File: src/logic/jpb_pkg.sv
package jpb_pkg;
    // register offsets on the 8-bit register port
    localparam logic [7:0] REG_STATE_VECTOR  = 8'hF8;
    localparam logic [7:0] REG_LINK_CTRL     = 8'hFA;
    localparam logic [7:0] REG_RT_DELAY      = 8'hFB;
    localparam logic [7:0] REG_PORT_CONTROL  = 8'hFD;
    localparam logic [7:0] REG_PORT_DATA     = 8'hFE;
    localparam logic [7:0] REG_PORT_DIR      = 8'hFF;
    // link port control field positions
    localparam int         CTL_PULLUP_BIT    = 0;
    localparam int         CTL_REDUCED_BIT   = 1;
    localparam int         CTL_ENABLE_BIT    = 2;
    // own link control field positions
    localparam int         LCT_IE_BIT        = 0;
    localparam int         LCT_TXGO_BIT      = 1;
    // shared pin positions
    localparam int         PIN_RX            = 0;
    localparam int         PIN_TX            = 1;
    // reset values
    localparam logic [7:0] PORT_CONTROL_RST  = 8'h00;
    localparam logic [6:0] PORT_DIR_RST      = 7'h00;
    localparam logic [6:0] PORT_DATA_RST     = 7'h00;
    localparam logic [3:0] RT_OFFSET_RST     = 4'h7;
    // state vector codes and the good CRC residue
    localparam logic [7:0] VEC_NONE          = 8'h00;
    localparam logic [7:0] VEC_CRC_ERROR     = 8'h18;
    localparam logic [7:0] VEC_SYMBOL_BAD    = 8'h1C;
    localparam logic [7:0] CRC_GOOD_RESIDUE  = 8'hC4;
    // round-trip delay timing
    localparam int         RT_BASE_US        = 9;
    localparam int         CLOCK_MHZ         = 100;
    localparam int         CYCLES_PER_US     = CLOCK_MHZ;
    localparam int         TX_ECHO_LAG       = 3;

    // events reported by the framing core on the same clock
    typedef struct packed {
        logic       txInvalid;   // own frame bad bit or misplaced framing
        logic       rxSymbolBad; // invalid symbol while receiving
        logic       rxFrameBad;  // EOD/EOF off a byte boundary
        logic       breakSeen;   // BREAK symbol on the bus
        logic       eodActive;   // sent EOD, saw an active symbol
        logic       crcDone;     // data and CRC byte processed
        logic [7:0] crcResidue;
        logic       sof;         // start of frame seen
        logic       busIdle;     // bus idle detected
        logic       txDone;      // frame sent fully
        logic       txBit;       // core wants the bus active
        logic       receiving;   // a frame is being received
    } jpb_evt_t;

    // register port request
    typedef struct packed {
        logic [7:0] addr;
        logic [7:0] wdata;
        logic       wr;
        logic       rd;
    } jpb_req_t;
endpackage

File: src/logic/jpb_port_error.sv
//
// Contract
// - delay is 9 us plus offset value
// - enable clear: GPIO pins, controller off
// - enabled link functions override port functions
// - pull-up bit connects internal pull-ups
// - reduced-drive bit selects weak output drive
// - data read: pin if input, latch if output
// - data writes never disturb link output pin
// - reset leaves all pins high-impedance inputs
// - data bits 6..0, bit 7 reads zero
// - seven direction bits, set means output
// - own bad frame stops transmit, flags, interrupts
// - CRC residue not C4 sets CRC flag
// - invalid symbol flags, or lost arbitration transmitting
// - misaligned EOD/EOF flags symbol invalid
// - transmit starts only after bus passive
// - ground short aborts, idle until new command
// - fault gone means normal operation resumes
// - BREAK aborts transmit, is receive error
// - BREAK flags; vector read clears; await idle, SOF
// - controller never drives a BREAK
// - EOD then active symbol flags, await SOF
// - CRC error flags, discards until SOF
// - symbol invalid vector reads 1C
// - CRC error vector reads 18
// - offset sits in low four delay bits
module jpb_port_error
    import jpb_pkg::*;
(
    input  wire logic        clock,
    input  wire logic        srst,
    input  wire jpb_req_t    req,
    output logic      [7:0]  rdata,
    input  wire jpb_evt_t    evt,
    input  wire logic [6:0]  pinIn,
    output logic      [6:0]  pinOut,
    output logic      [6:0]  pinOe,
    output logic             pullupEn,
    output logic             reducedDrive,
    output logic             linkActive,
    output logic             txRun,
    output logic             txAbort,
    output logic             lostArb,
    output logic             rxDiscard,
    output logic             irq,
    output logic      [11:0] rtDelayCycles
);

    typedef enum logic [1:0] {TX_IDLE, TX_WAIT, TX_RUN} jpb_tx_t;
    typedef enum logic [1:0] {RX_NORMAL, RX_WAIT_IDLE, RX_WAIT_SOF} jpb_rx_t;

    // expected delay in clock cycles for an offset value
    function automatic logic [11:0] delayCycles(input logic [3:0] off);
        delayCycles = 12'((RT_BASE_US + int'(off)) * CYCLES_PER_US);
    endfunction

    logic [7:0] portCtl_r;
    logic [6:0] portData_r;
    logic [6:0] portDir_r;
    logic [3:0] rtOffset_r;
    logic       ie_r;
    logic [6:0] pinMeta_r;
    logic [6:0] pinSync_r;
    logic       symBad_r;
    logic       crcBad_r;
    logic [TX_ECHO_LAG-1:0] txEcho_r;
    jpb_tx_t    txState_r;
    jpb_rx_t    rxState_r;
    logic       txAbort_r;
    logic       lostArb_r;
    logic [7:0] rdata_r;

    logic       enabled;
    logic       busActive;
    logic       wrHit;
    logic       vecRead;
    logic [7:0] vector;
    logic       groundShort;
    logic       txErr;
    logic       txSymLost;
    logic       crcFail;
    logic       setSym;
    logic [6:0] portRead;

    assign enabled   = portCtl_r[CTL_ENABLE_BIT];
    assign busActive = pinSync_r[PIN_RX]; // synchronised receive pin only
    assign wrHit     = req.wr;
    assign vecRead   = req.rd && (req.addr == REG_STATE_VECTOR);

    ////////////////////////////////////////////////////////////////////
    // pin synchroniser, second stage is the only reader of the first
    always_ff @(posedge clock) begin
        if (srst) begin
            pinMeta_r <= 7'h00;
            pinSync_r <= 7'h00;
        end else begin
            pinMeta_r <= pinIn;
            pinSync_r <= pinMeta_r;
        end
    end

    ////////////////////////////////////////////////////////////////////
    // software registers
    always_ff @(posedge clock) begin
        if (srst) begin
            portCtl_r  <= PORT_CONTROL_RST;
            portData_r <= PORT_DATA_RST;
            portDir_r  <= PORT_DIR_RST;
            rtOffset_r <= RT_OFFSET_RST;
            ie_r       <= 1'b0;
        end else if (wrHit) begin
            case (req.addr)
                REG_PORT_CONTROL: portCtl_r  <= {5'h00, req.wdata[2:0]};
                REG_PORT_DATA:    portData_r <= req.wdata[6:0];
                REG_PORT_DIR:     portDir_r  <= req.wdata[6:0];
                REG_RT_DELAY:     rtOffset_r <= req.wdata[3:0];
                REG_LINK_CTRL:    ie_r       <= req.wdata[LCT_IE_BIT];
                default: begin
                end
            endcase
        end
    end

    ////////////////////////////////////////////////////////////////////
    // pin muxing; link owns tx and rx pins while enabled
    always_comb begin
        pinOut = portData_r;
        pinOe  = portDir_r;
        if (enabled) begin
            pinOut[PIN_TX] = evt.txBit && (txState_r == TX_RUN);
            pinOe[PIN_TX]  = 1'b1;
            pinOut[PIN_RX] = 1'b0;
            pinOe[PIN_RX]  = 1'b0;
        end
    end

    assign pullupEn     = portCtl_r[CTL_PULLUP_BIT];
    assign reducedDrive = portCtl_r[CTL_REDUCED_BIT];
    assign linkActive   = enabled;

    // pin level for inputs, latch for outputs
    always_comb begin
        for (int i = 0; i < 7; i++) begin
            portRead[i] = pinOe[i] ? portData_r[i] : pinSync_r[i];
        end
    end

    ////////////////////////////////////////////////////////////////////
    // error detection
    // echo lag covers pin drive out plus the two-flop return path
    always_ff @(posedge clock) begin
        if (srst) begin
            txEcho_r <= '0;
        end else begin
            txEcho_r <= {txEcho_r[TX_ECHO_LAG-2:0], pinOut[PIN_TX] && enabled};
        end
    end

    assign groundShort = (txState_r == TX_RUN) && txEcho_r[TX_ECHO_LAG-1] && !busActive;
    assign txErr       = (txState_r == TX_RUN) && (evt.txInvalid || evt.breakSeen || groundShort);
    // a bad symbol while sending is taken as lost arbitration
    assign txSymLost   = (txState_r == TX_RUN) && evt.rxSymbolBad;
    assign crcFail     = enabled && evt.crcDone && (evt.crcResidue != CRC_GOOD_RESIDUE);
    assign setSym      = enabled && (txErr || (evt.rxSymbolBad && !txSymLost) || evt.rxFrameBad
                         || evt.breakSeen || evt.eodActive);

    ////////////////////////////////////////////////////////////////////
    // sticky flags; a new event wins over the clearing read
    always_ff @(posedge clock) begin
        if (srst || !enabled) begin
            symBad_r <= 1'b0;
        end else if (setSym) begin
            symBad_r <= 1'b1;
        end else if (vecRead && symBad_r) begin
            symBad_r <= 1'b0;
        end
    end

    always_ff @(posedge clock) begin
        if (srst || !enabled) begin
            crcBad_r <= 1'b0;
        end else if (crcFail) begin
            crcBad_r <= 1'b1;
        end else if (vecRead && !symBad_r) begin
            crcBad_r <= 1'b0; // only the reported source clears
        end
    end

    // highest pending source wins the vector
    always_comb begin
        if (symBad_r) begin
            vector = VEC_SYMBOL_BAD;
        end else if (crcBad_r) begin
            vector = VEC_CRC_ERROR;
        end else begin
            vector = VEC_NONE;
        end
    end

    assign irq = ie_r && (symBad_r || crcBad_r);

    ////////////////////////////////////////////////////////////////////
    // transmit control
    always_ff @(posedge clock) begin
        if (srst || !enabled) begin
            txState_r <= TX_IDLE;
            txAbort_r <= 1'b0;
            lostArb_r <= 1'b0;
        end else begin
            txAbort_r <= 1'b0;
            lostArb_r <= 1'b0;
            case (txState_r)
                TX_IDLE: begin
                    if (wrHit && req.addr == REG_LINK_CTRL && req.wdata[LCT_TXGO_BIT]) begin
                        txState_r <= TX_WAIT;
                    end
                end
                TX_WAIT: begin
                    // shorted-high bus keeps us here until released
                    if (!busActive) begin
                        txState_r <= TX_RUN;
                    end
                end
                TX_RUN: begin
                    if (txErr) begin
                        txState_r <= TX_IDLE;
                        txAbort_r <= 1'b1;
                    end else if (txSymLost) begin
                        txState_r <= TX_IDLE;
                        lostArb_r <= 1'b1;
                    end else if (evt.txDone) begin
                        txState_r <= TX_IDLE;
                    end
                end
                default: txState_r <= TX_IDLE;
            endcase
        end
    end

    assign txRun   = (txState_r == TX_RUN);
    assign txAbort = txAbort_r;
    assign lostArb = lostArb_r;

    ////////////////////////////////////////////////////////////////////
    // receive recovery after errors
    always_ff @(posedge clock) begin
        if (srst || !enabled) begin
            rxState_r <= RX_NORMAL;
        end else begin
            case (rxState_r)
                RX_NORMAL: begin
                    if (evt.breakSeen && (evt.receiving || txState_r == TX_RUN)) begin
                        rxState_r <= RX_WAIT_IDLE;
                    end else if (crcFail || evt.rxFrameBad || evt.eodActive) begin
                        rxState_r <= RX_WAIT_SOF;
                    end
                end
                RX_WAIT_IDLE: if (evt.busIdle) begin
                    rxState_r <= RX_WAIT_SOF;
                end
                RX_WAIT_SOF: if (evt.sof) begin
                    rxState_r <= RX_NORMAL;
                end
                default: rxState_r <= RX_NORMAL;
            endcase
        end
    end

    assign rxDiscard = (rxState_r != RX_NORMAL);

    ////////////////////////////////////////////////////////////////////
    // read port, data one cycle after the strobe
    always_ff @(posedge clock) begin
        if (srst) begin
            rdata_r       <= 8'h00;
            rtDelayCycles <= delayCycles(RT_OFFSET_RST);
        end else begin
            rtDelayCycles <= delayCycles(rtOffset_r);
            if (req.rd) begin
                case (req.addr)
                    REG_STATE_VECTOR: rdata_r <= vector;
                    REG_LINK_CTRL:    rdata_r <= {4'h0, rxDiscard, txRun, 1'b0, ie_r};
                    REG_RT_DELAY:     rdata_r <= {4'h0, rtOffset_r};
                    REG_PORT_CONTROL: rdata_r <= portCtl_r;
                    REG_PORT_DATA:    rdata_r <= {1'b0, portRead};
                    REG_PORT_DIR:     rdata_r <= {1'b0, portDir_r};
                    default:          rdata_r <= 8'h00;
                endcase
            end else begin
                rdata_r <= 8'h00;
            end
        end
    end

    assign rdata = rdata_r;
endmodule // jpb_port_error

File: config.mk
export PLATFORM = sky130hd
export DESIGN_NAME = jpb_port_error
export DESIGN_NICKNAME = d
export VERILOG_FILES = /design/src/logic/jpb_pkg.sv /design/src/logic/jpb_port_error.sv
export SDC_FILE = /design/constraint.sdc
export NUM_CORES = 1
export LEC_CHECK = 0
export BUFFER_PORTS_ARGS = -buffer_cell sky130_fd_sc_hd__buf_2
export CORE_MARGIN = 4
export CORE_UTILIZATION = 55
export DETAILED_ROUTE_END_ITERATION = 8
export PLACE_DENSITY = 0.85
export SETUP_SLACK_MARGIN = 0.05
export SYNTH_ARGS = -nofsm -noshare
export SYNTH_HDL_FRONTEND = slang
export SYNTH_SLANG_ARGS = --single-unit
File: constraint.sdc
create_clock -name clock -period 4.2 [get_ports clock]
set_input_delay 0.84 -clock clock [delete_from_list [all_inputs] [get_ports clock]]
set_output_delay 0.84 -clock clock [all_outputs]
set_load 0.02 [all_outputs]
# [Word level (Yosys, flattened, before mapping)]
# Cells that the tools add are included.
[classes] n_mul=1 n_bitwise=2 mux=29 eq_ne=17 add_sub_neg=1 n_reduce_logical=47
[ops] operator="8-bit equality test (second input constant)" n=6
[ops] operator="7-bit case mux with 6 select lines" n=1
[ops] operator="2-bit two-way mux" n=11
[ops] operator="1-bit logical AND" n=17
[ops] operator="1-bit two-way mux" n=13
[ops] operator="2-bit case mux with 3 select lines" n=2
[ops] operator="1-bit logical OR" n=11
[ops] operator="5-bit by 5-bit multiplier with 10-bit output (second input constant)" n=1
[ops] operator="5-bit two-way mux" n=2
[ops] operator="2-bit AND reduction" n=5
[ops] operator="2-bit != test (second input constant)" n=4
[ops] operator="8-bit != test (second input constant)" n=1
[ops] operator="3-bit AND reduction" n=2
[ops] operator="2-bit nonzero test" n=3
[ops] operator="4-bit by 4-bit adder with 5-bit output (first input constant)" n=1
[ops] operator="2-bit by 1-bit equality test with 1-bit output (second input constant)" n=2
[ops] operator="2-bit equality test (second input constant)" n=2
[ops] operator="1-bit logical NOT" n=4
[ops] operator="2-bit logical NOT" n=2
[ops] operator="4-bit by 2-bit != test with 1-bit output (second input constant)" n=1
[ops] operator="2-bit OR reduction" n=2
[ops] operator="3-bit != test (second input constant)" n=1
[ops] operator="3-bit OR reduction" n=1
[ops] operator="1-bit inverter" n=2
[totals] out_inout_bits=42 register_bits=67 in_bits=46 wordCells=114

# [Depth between registers and ports, before layout]
# Gate-level depths: netlist of run 1.
[depth] depth_word=11 ltp_mapped=12 depth_no_buf=11

# [Least setup slack after synthesis of run 1]
# Ideal clock, no wire load.
[synth_timing] kind="register to register" start="register rtOffset_r[0]" end="register rtDelayCycles[11]" t_arrival_ns=2.532 setup_time_ns=0.128 stages_incl_launch_ff=13 path_buffers=1 setup_slack_ns=1.540 required_ns=4.072 period_less_slack_ns=2.660 cell_sequence="dfxtp_1 clkbuf_1 nand3_1 xnor2_1 inv_1 ha_1 ha_1 ha_1 ha_1 nand3_1 o21ai_0 xnor2_1 nor2_1"
[synth_via] elab_chain_len=2
[synth_lines] item="start: declaration" line="jpb_port_error.sv:61" rtl="logic [3:0] rtOffset_r;"
[synth_lines] item="start signal: assignment" line="jpb_port_error.sv:117" rtl="REG_RT_DELAY: rtOffset_r <= req.wdata[3:0];"
[synth_lines] item="4-bit by 4-bit adder with 5-bit output" line="jpb_port_error.sv:55" rtl="delayCycles = 12'((RT_BASE_US + int'(off)) * CYCLES_PER_US);"
[synth_lines] item="5-bit by 5-bit multiplier with 10-bit output" line="jpb_port_error.sv:55"
[synth_lines] item="end signal: assignment" line="jpb_port_error.sv:277" rtl="rtDelayCycles <= delayCycles(RT_OFFSET_RST);"
[synth_lines] item="end signal: assignment" line="jpb_port_error.sv:279" rtl="rtDelayCycles <= delayCycles(rtOffset_r);"
[synth_lines] item="end: declaration" line="jpb_port_error.sv:47" rtl="output logic [11:0] rtDelayCycles"
# No other way between the ends.
# A chain may end at the register's enable or synchronous reset.

# [Worst setup path in the final report of run 1]
# Ends and elaborated chain as after synthesis.

==> flow_summary_export.csv, run 1 <==
group,metric,value,unit
timing,setup_tns,0,ns
grt,grt_max_degree,53,
clocking,cts_resized,0,
timing,hold_viol,0,
timing,finalCritPeriodShare,0.6748,
clocking,post_cts.repair.setup_buffers,0,
worst_setup_path,reg2reg_depth,11,
flow_run,max-cap-violations,0,
synthesis,synth_top_area_frac,0.4389,
synthesis,syn-cell-area,2919,µm²
die,dieArea,6537,µm²
detailed_routing,ant_nets,0,
die,die_y,80.85,µm
worst_setup_path,cp-start-kind,"flip-flop",
placed_design,hpwlAfterDp,4689,µm
synthesis,synth_flop_cell,"dfxtp_1",
synthesis,avgSynthCellArea,9.386,µm²
min_path,hold_path_class,"reg2reg",
detailed_routing,first_pass_iters,4,
placed_design,place.gp.congestion,0.8126,
grt,grt_pass1_vias,2177,
power,worst_ir_drop_vdd,271.1,µV
worst_setup_path,cp_data_required_time,4.39,ns
clocking,cts_sinks,64,
synthesis,syn_inst,311,
finish,drive_gt1_frac,0.2760,
timing,tightest_slew,0.9087,ns
worst_setup_path,worstSetupPathType,"reg2reg",
timing,setup_viol,0,
clocking,clk_pin_slew,0.07,ns
synthesis,synth-seq-cells,64,
die,fp.dieW,80.85,µm
power,powerDensity,334.6,nW/µm²
detailed_routing,routed_wl,6454,µm
detailed_routing,drt-vias-per-instance,5.355,
worst_setup_path,arrival,3.03,ns
die,ios,88,
timing,fmax,352.8,MHz
grt,overflow,0,
clocking,holdBufCountCts,0,
die,rows,26,
synthesis,synth-edff-count,0,
worst_setup_path,worstPathCellList,"nand3_1, xnor2_1, inv_1, ha_1, ha_1, ha_1, ha_1, nand3_1, o21ai_0, xnor2_1, nor2_1",
synthesis,netlist_top_cells_area,"dfxtp_1 (44%), mux2i_1 (7.5%), ha_1 (6.9%), nor2b_1 (4.9%), nor2_1 (4.2%)",
synthesis,synth_warnings,0,
placed_design,io_buffer_count,83,
worst_setup_path,cp_slowest_stage_delay,0.47,ns
detailed_routing,met2_length,3037,µm
grt,grt_pass1_wl,10160,µm
detailed_routing,wire_per_inst,14.22,µm
worst_setup_path,cp_max_fo,8,
detailed_routing,wl_met3,636,µm
timing,drv_slew,0,
detailed_routing,met1_length,2651,µm
clocking,cts_tree,"built",
clocking,clock_latency,0.34,ns
clocking,clock_path_buffers,2,
detailed_routing,route.vias.total,2431,
grt,gr-usage-all-layers,0.2039,
timing,setup_slack,1.366,ns
detailed_routing,initialDrtViolationCount,165,
die,start_util,0.5679,
finish,instances_no_fill,454,
synthesis,async_flop_share,0,
grt,antenna_found_initial,0,
clocking,cts-root-buf,"clkbuf_8",
synthesis,ys_seq_area_frac,0.4389,
timing,slew_headroom,0.3942,
timing,skew,0.008504,ns
clocking,cts_made_buffers,9,
power,power.leakage,1.699,nW
synthesis,ys_types,46,
timing,rsz0062_at_grt,"no",
status,outcome,"finished clean",
finish,nNetsFinal,442,
detailed_routing,topRoutingLayerUsed,"met4",
synthesis,yosysTopAreaCell,"dfxtp_1",
die,coreArea,5140,µm²
detailed_routing,drc,0,
min_path,worstHoldPathCells,1,
worst_setup_path,cp_common_cell,"ha_1",
worst_setup_path,cpMaxStageDelayCell,"dfxtp_1",
worst_setup_path,worstSetupEndpointType,"flip-flop",
placed_design,dp_cells,438,
clocking,htreeDepth,3,
timing,period_needed,2.834,ns
timing,hold_slack,0.4391,ns
placed_design,preCtsSetupSlack,1.377,ns
finish,antennaDiodeCount,0,
finish,syn_to_final_growth,18.26,%
-- metrics by stage --
| stage | cell area [µm²] | util | total power [mW] |
|---|---|---|---|
| 2_1_floorplan | 2927 | - | 0.6686 |
| 3_3_place_gp | 3269 | 0.6361 | 0.6948 |
| 3_5_place_dp | 3269 | 0.6361 | 0.6973 |
| 4_1_cts | 3452 | 0.6716 | 1.166 |
| 5_1_grt | 3452 | 0.6716 | 1.203 |
| 6_report | 3452 | 0.6716 | 1.155 |
-- flip-flops by register name, indices dropped and copies added (netlist names), 2 cells and up --
| register | flops |
|---|---|
| txState_r | 2 |
| rtDelayCycles | 10 |
| rxState_r | 2 |
| pinMeta_r | 7 |
| portDir_r | 7 |
| rtOffset_r | 4 |
| pinSync_r | 7 |
| txEcho_r | 3 |
| rdata | 7 |
| portData_r | 7 |
| portCtl_r | 3 |
-- synth_stat cells, drive strengths merged, types with 2 or more instances --
| cell type | instances |
|---|---|
| dfxtp | 64 |
| o21a | 3 |
| or2 | 4 |
| nand4 | 6 |
| mux2i | 22 |
| nor4 | 2 |
| and3b | 3 |
| o211ai | 2 |
| xnor2 | 3 |
| nor2b | 23 |
| nand2b | 5 |
| and3 | 3 |
| a311o | 2 |
| ha | 16 |
| a21oi | 15 |
| nor3b | 4 |
| nor3 | 8 |
| buf | 18 |
| a31oi | 3 |
| a211oi | 2 |
| inv | 13 |
| nor4b | 2 |
| clkbuf | 10 |
| mux2 | 2 |
| xor2 | 5 |
| nor2 | 33 |
| nand2 | 9 |
| o21ai | 9 |
| nand3 | 4 |
| and4 | 2 |
-- cell usage in the layout (no fill, tap or decap), types with 5 or more instances in the layout --
cell type and n:
o21ai_0 9, inv_1 13, nor3_1 8, a21oi_1 15
ha_1 16, buf_2 83, nand2_1 9, nand2b_1 5
dfxtp_1 64, nor2_1 33, nand4_1 6, clkbuf_8 10
xor2_1 5, nor2b_1 23, mux2i_1 22
-- layout make-up --
cell class	instances	area, µm²
repair buffers	83	415.4
inverters	14	52.55
clock buffers	10	137.6
well taps	70	87.58
flip-flops and latches	64	1281
clock inverters	6	45.04
multi-input cells	207	1433
fillers	424	1688
-- worst max-delay path, delay by kind of cell, from the launching register on --
kind / cells / cell delay, ns
AO/OA/AOI/OAI: 1 / 0.19
AND/OR/NAND/NOR: 3 / 0.27
XOR/XNOR: 2 / 0.42
flip-flops: 1 / 0.47
buffers and inverters: 1 / 0.11
adder cells (fa/ha/maj): 4 / 1.22
-- power by group --
| group | leakage, nW | internal, mW | switching, mW |
|---|---|---|---|
| Combinational | 1.10 | 0.0295 | 0.0390 |
| Sequential | 0.519 | 0.613 | 0.00204 |
| Clock | 0.0845 | 0.230 | 0.241 |
| Total | 1.70 | 0.873 | 0.282 |
-- metal layers --
layer,GRT usage,up-vias
li1,-,1195
met2,0.3366,116
met4,0.08277,0
met3,0.06874,10
met5,0,-
met1,0.2431,1110
-- kinds of logic (layout without fill, tap and decap cells) --
kind of cell               after synthesis  count (layout)  share of synthesized area
buffers and inverters                   42             113                    0.07287
AOI/OAI and AO/OA                       43              43                    0.09301
DFF                                     64              64                     0.4389
muxes                                   24              24                    0.08315
xor gates and xnor gates                 8               8                    0.02400
and+or+nand+nor                        112             112                     0.2113
other                                    1               3                   0.001285
adders and majority gates               17              17                    0.07544
-- worst paths after layout --
kind / start / to / slack, ns
worst min-delay path: pinMeta_r[0] / pinSync_r[0] / 0.44
worst min register to register: pinMeta_r[0] / pinSync_r[0] / 0.44
worst max-delay path: rtOffset_r[0] / rtDelayCycles[11] / 1.37
worst max register to register: rtOffset_r[0] / rtDelayCycles[11] / 1.37
(Power assumes the default switching activity.)
==> run 2, diff against run 1 <==
--- a/config.mk
+++ b/config.mk
@@ -7,9 +7,9 @@
 export LEC_CHECK = 0
 export BUFFER_PORTS_ARGS = -buffer_cell sky130_fd_sc_hd__buf_2
 export CORE_MARGIN = 4
-export CORE_UTILIZATION = 55
+export CORE_UTILIZATION = 51
 export DETAILED_ROUTE_END_ITERATION = 8
-export PLACE_DENSITY = 0.85
+export PLACE_DENSITY = 0.79
 export SETUP_SLACK_MARGIN = 0.05
 export SYNTH_ARGS = -nofsm -noshare
 export SYNTH_HDL_FRONTEND = slang
==> constraint.sdc (replaced) <==
create_clock -name clock -period 2.9 [get_ports clock]
set_input_delay 0.58 -clock clock [delete_from_list [all_inputs] [get_ports clock]]
set_output_delay 0.58 -clock clock [all_outputs]
set_load 0.02 [all_outputs]
==> run 2 against run 1 <==
Against the previous run: critical path depth unchanged; clock-buffer cell count unchanged; sequential power increased by 45%; register-to-register slack got worse by 1.2 ns; combinational power increased by 44%; clock power increased by 47%; sequential share of layout area decreased by 0.17 points; sequential cell count unchanged; worst hold slack got worse by 0.0038 ns; global-route usage decreased by 1.7 points; via count decreased by 1.2%; total power increased by 46%; largest power group unchanged; highest routed layer unchanged.
==> flow_summary_export.csv, run 2 (same netlist as run 1, synthesis figures left out) <==
group,metric,value,unit
finish,regArea,1281,µm²
finish,layout_common_cells,"buf_2 (83), dfxtp_1 (64), nor2_1 (33)",
detailed_routing,initialDrtViolationCount,127,
detailed_routing,route.vias.total,2401,
detailed_routing,drt-vias-per-instance,5.242,
clocking,cts_resized,0,
clocking,htreeDepth,3,
grt,antenna_found_initial,0,
die,fp.dieW,83.66,µm
detailed_routing,first_pass_iters,4,
die,ios,88,
timing,drv_slew,0,
timing,finalCritPeriodShare,0.9369,
min_path,hold_path_class,"in2reg",
clocking,holdBufCountCts,0,
finish,syn_to_final_growth,18.82,%
die,die_y,83.66,µm
power,switching_share,0.2479,
power,power_switching,417.1,µW
power,clock_power_share,0.411,
detailed_routing,drc,0,
die,coreArea,5540,µm²
worst_setup_path,worstSetupEndpointType,"flip-flop",
timing,hold_viol,0,
worst_setup_path,cp_data_required_time,3.13,ns
placed_design,io_buffer_count,83,
finish,fillerInstances,481,
placed_design,preCtsSetupSlack,0.2008,ns
detailed_routing,ant_nets,0,
timing,setup_viol,0,
worst_setup_path,worstSetupPathType,"reg2reg",
clocking,cts_tree,"built",
finish,multiInputGateArea,1433,µm²
clocking,cts-root-buf,"clkbuf_8",
finish,drive_gt1_frac,0.2798,
timing,setup_tns,0,ns
clocking,clock_path_buffers,2,
detailed_routing,wire_per_inst,13.74,µm
clocking,clk_pin_slew,0.07,ns
finish,mostFrequentLayoutCell,"buf_2",
worst_setup_path,arrival,2.95,ns
placed_design,hpwlAfterDp,4651,µm
die,dieArea,6998,µm²
finish,antennaDiodeCount,0,
timing,hold_slack,0.4353,ns
clocking,cts_sinks,64,
power,p_int,1.265,mW
timing,fmax,368.0,MHz
finish,nNetsFinal,444,
worst_setup_path,cp-start-kind,"flip-flop",
grt,grt_max_degree,37,
finish,largest_reg_flops,10,
power,combinationalPowerShare,0.059,
placed_design,place.gp.congestion,0.8435,
flow_run,max-cap-violations,0,
timing,period_needed,2.717,ns
finish,regMostFlops,"rtDelayCycles",
clocking,post_cts.repair.setup_buffers,0,
power,power.leakage,1.704,nW
grt,gr-usage-all-layers,0.1871,
timing,slew_headroom,0.5583,
grt,overflow,0,
die,start_util,0.5269,
detailed_routing,routed_wl,6291,µm
grt,grt_pass1_vias,2324,
power,powerDensity,485.1,nW/µm²
die,rows,27,
timing,skew,0.006884,ns
clocking,cts_made_buffers,9,
grt,grt_pass1_wl,10630,µm
status,outcome,"finished clean",
timing,setup_slack,0.1829,ns
power,p_seq_frac,0.530,
timing,tightest_slew,0.6612,ns
clocking,clock_latency,0.35,ns
worst_setup_path,cp_max_fo,5,
timing,rsz0062_at_grt,"no",
power,worst_ir_drop_vdd,322.7,µV
==> run 2: power by group through the flow <==
stage | Combinational [mW] | Clock, mW | Sequential (mW)
6_report | 0.0988 | 0.692 | 0.891
5_1_grt | 0.110 | 0.747 | 0.892
4_1_cts | 0.0989 | 0.705 | 0.891
3_5_place_dp | 0.0986 | 0 | 0.912
3_3_place_gp | 0.0968 | 0 | 0.911
2_1_floorplan | 0.0569 | 0 | 0.911
==> run 2: metrics by stage <==
step | instances | instance area (µm²) | power [mW] | utilization
after floorplan | 313 | 2927 | 0.9683 | -
after global placement | 442 | 3287 | 1.008 | 0.5933
after detailed placement | 442 | 3287 | 1.010 | 0.5933
after CTS | 458 | 3468 | 1.695 | 0.6260
after global routing | 458 | 3468 | 1.749 | 0.6260
final | 458 | 3468 | 1.683 | 0.6260
==> run 2: layer usage <==
metal / track usage / wire [µm] / vias to the layer above
li1: - / - / 1193
met1: 0.2244 / 2732 / 1107
met2: 0.2986 / 2841 / 93
met3: 0.07897 / 615 / 8
met4: 0.06871 / 101 / 0
met5: 0 / 0 / -
==> run 2: cell type report <==
cell class / instances / area share
repair buffers: 85 / 0.1241
flip-flops and latches: 64 / 0.3694
multi-input cells: 207 / 0.4131
clock buffers: 10 / 0.03968
clock inverters: 6 / 0.01263
inverters: 14 / 0.01515
well taps: 72 / 0.02597
==> run 2: worst max-delay path: stages, from the launching register on <==
cell and delay [ns]:
dfxtp_1 0.42, nand3_1 0.12, xnor2_1 0.29, inv_1 0.12, ha_1 0.29, ha_1 0.29
ha_1 0.30, ha_1 0.33, nand3_1 0.08, o21ai_0 0.19, xnor2_1 0.14, nor2_1 0.05
==> run 2: final timing paths <==
check | to | depth (start not counted) | slack, ns | from
worst min register to register | pinSync_r[3] | 1 | 0.44 | pinMeta_r[3]
worst min-delay path | pinMeta_r[4] | 2 | 0.44 | pinIn[4]
worst max-delay path | rtDelayCycles[11] | 11 | 0.18 | rtOffset_r[2]
worst max register to register | rtDelayCycles[11] | 11 | 0.18 | rtOffset_r[2]
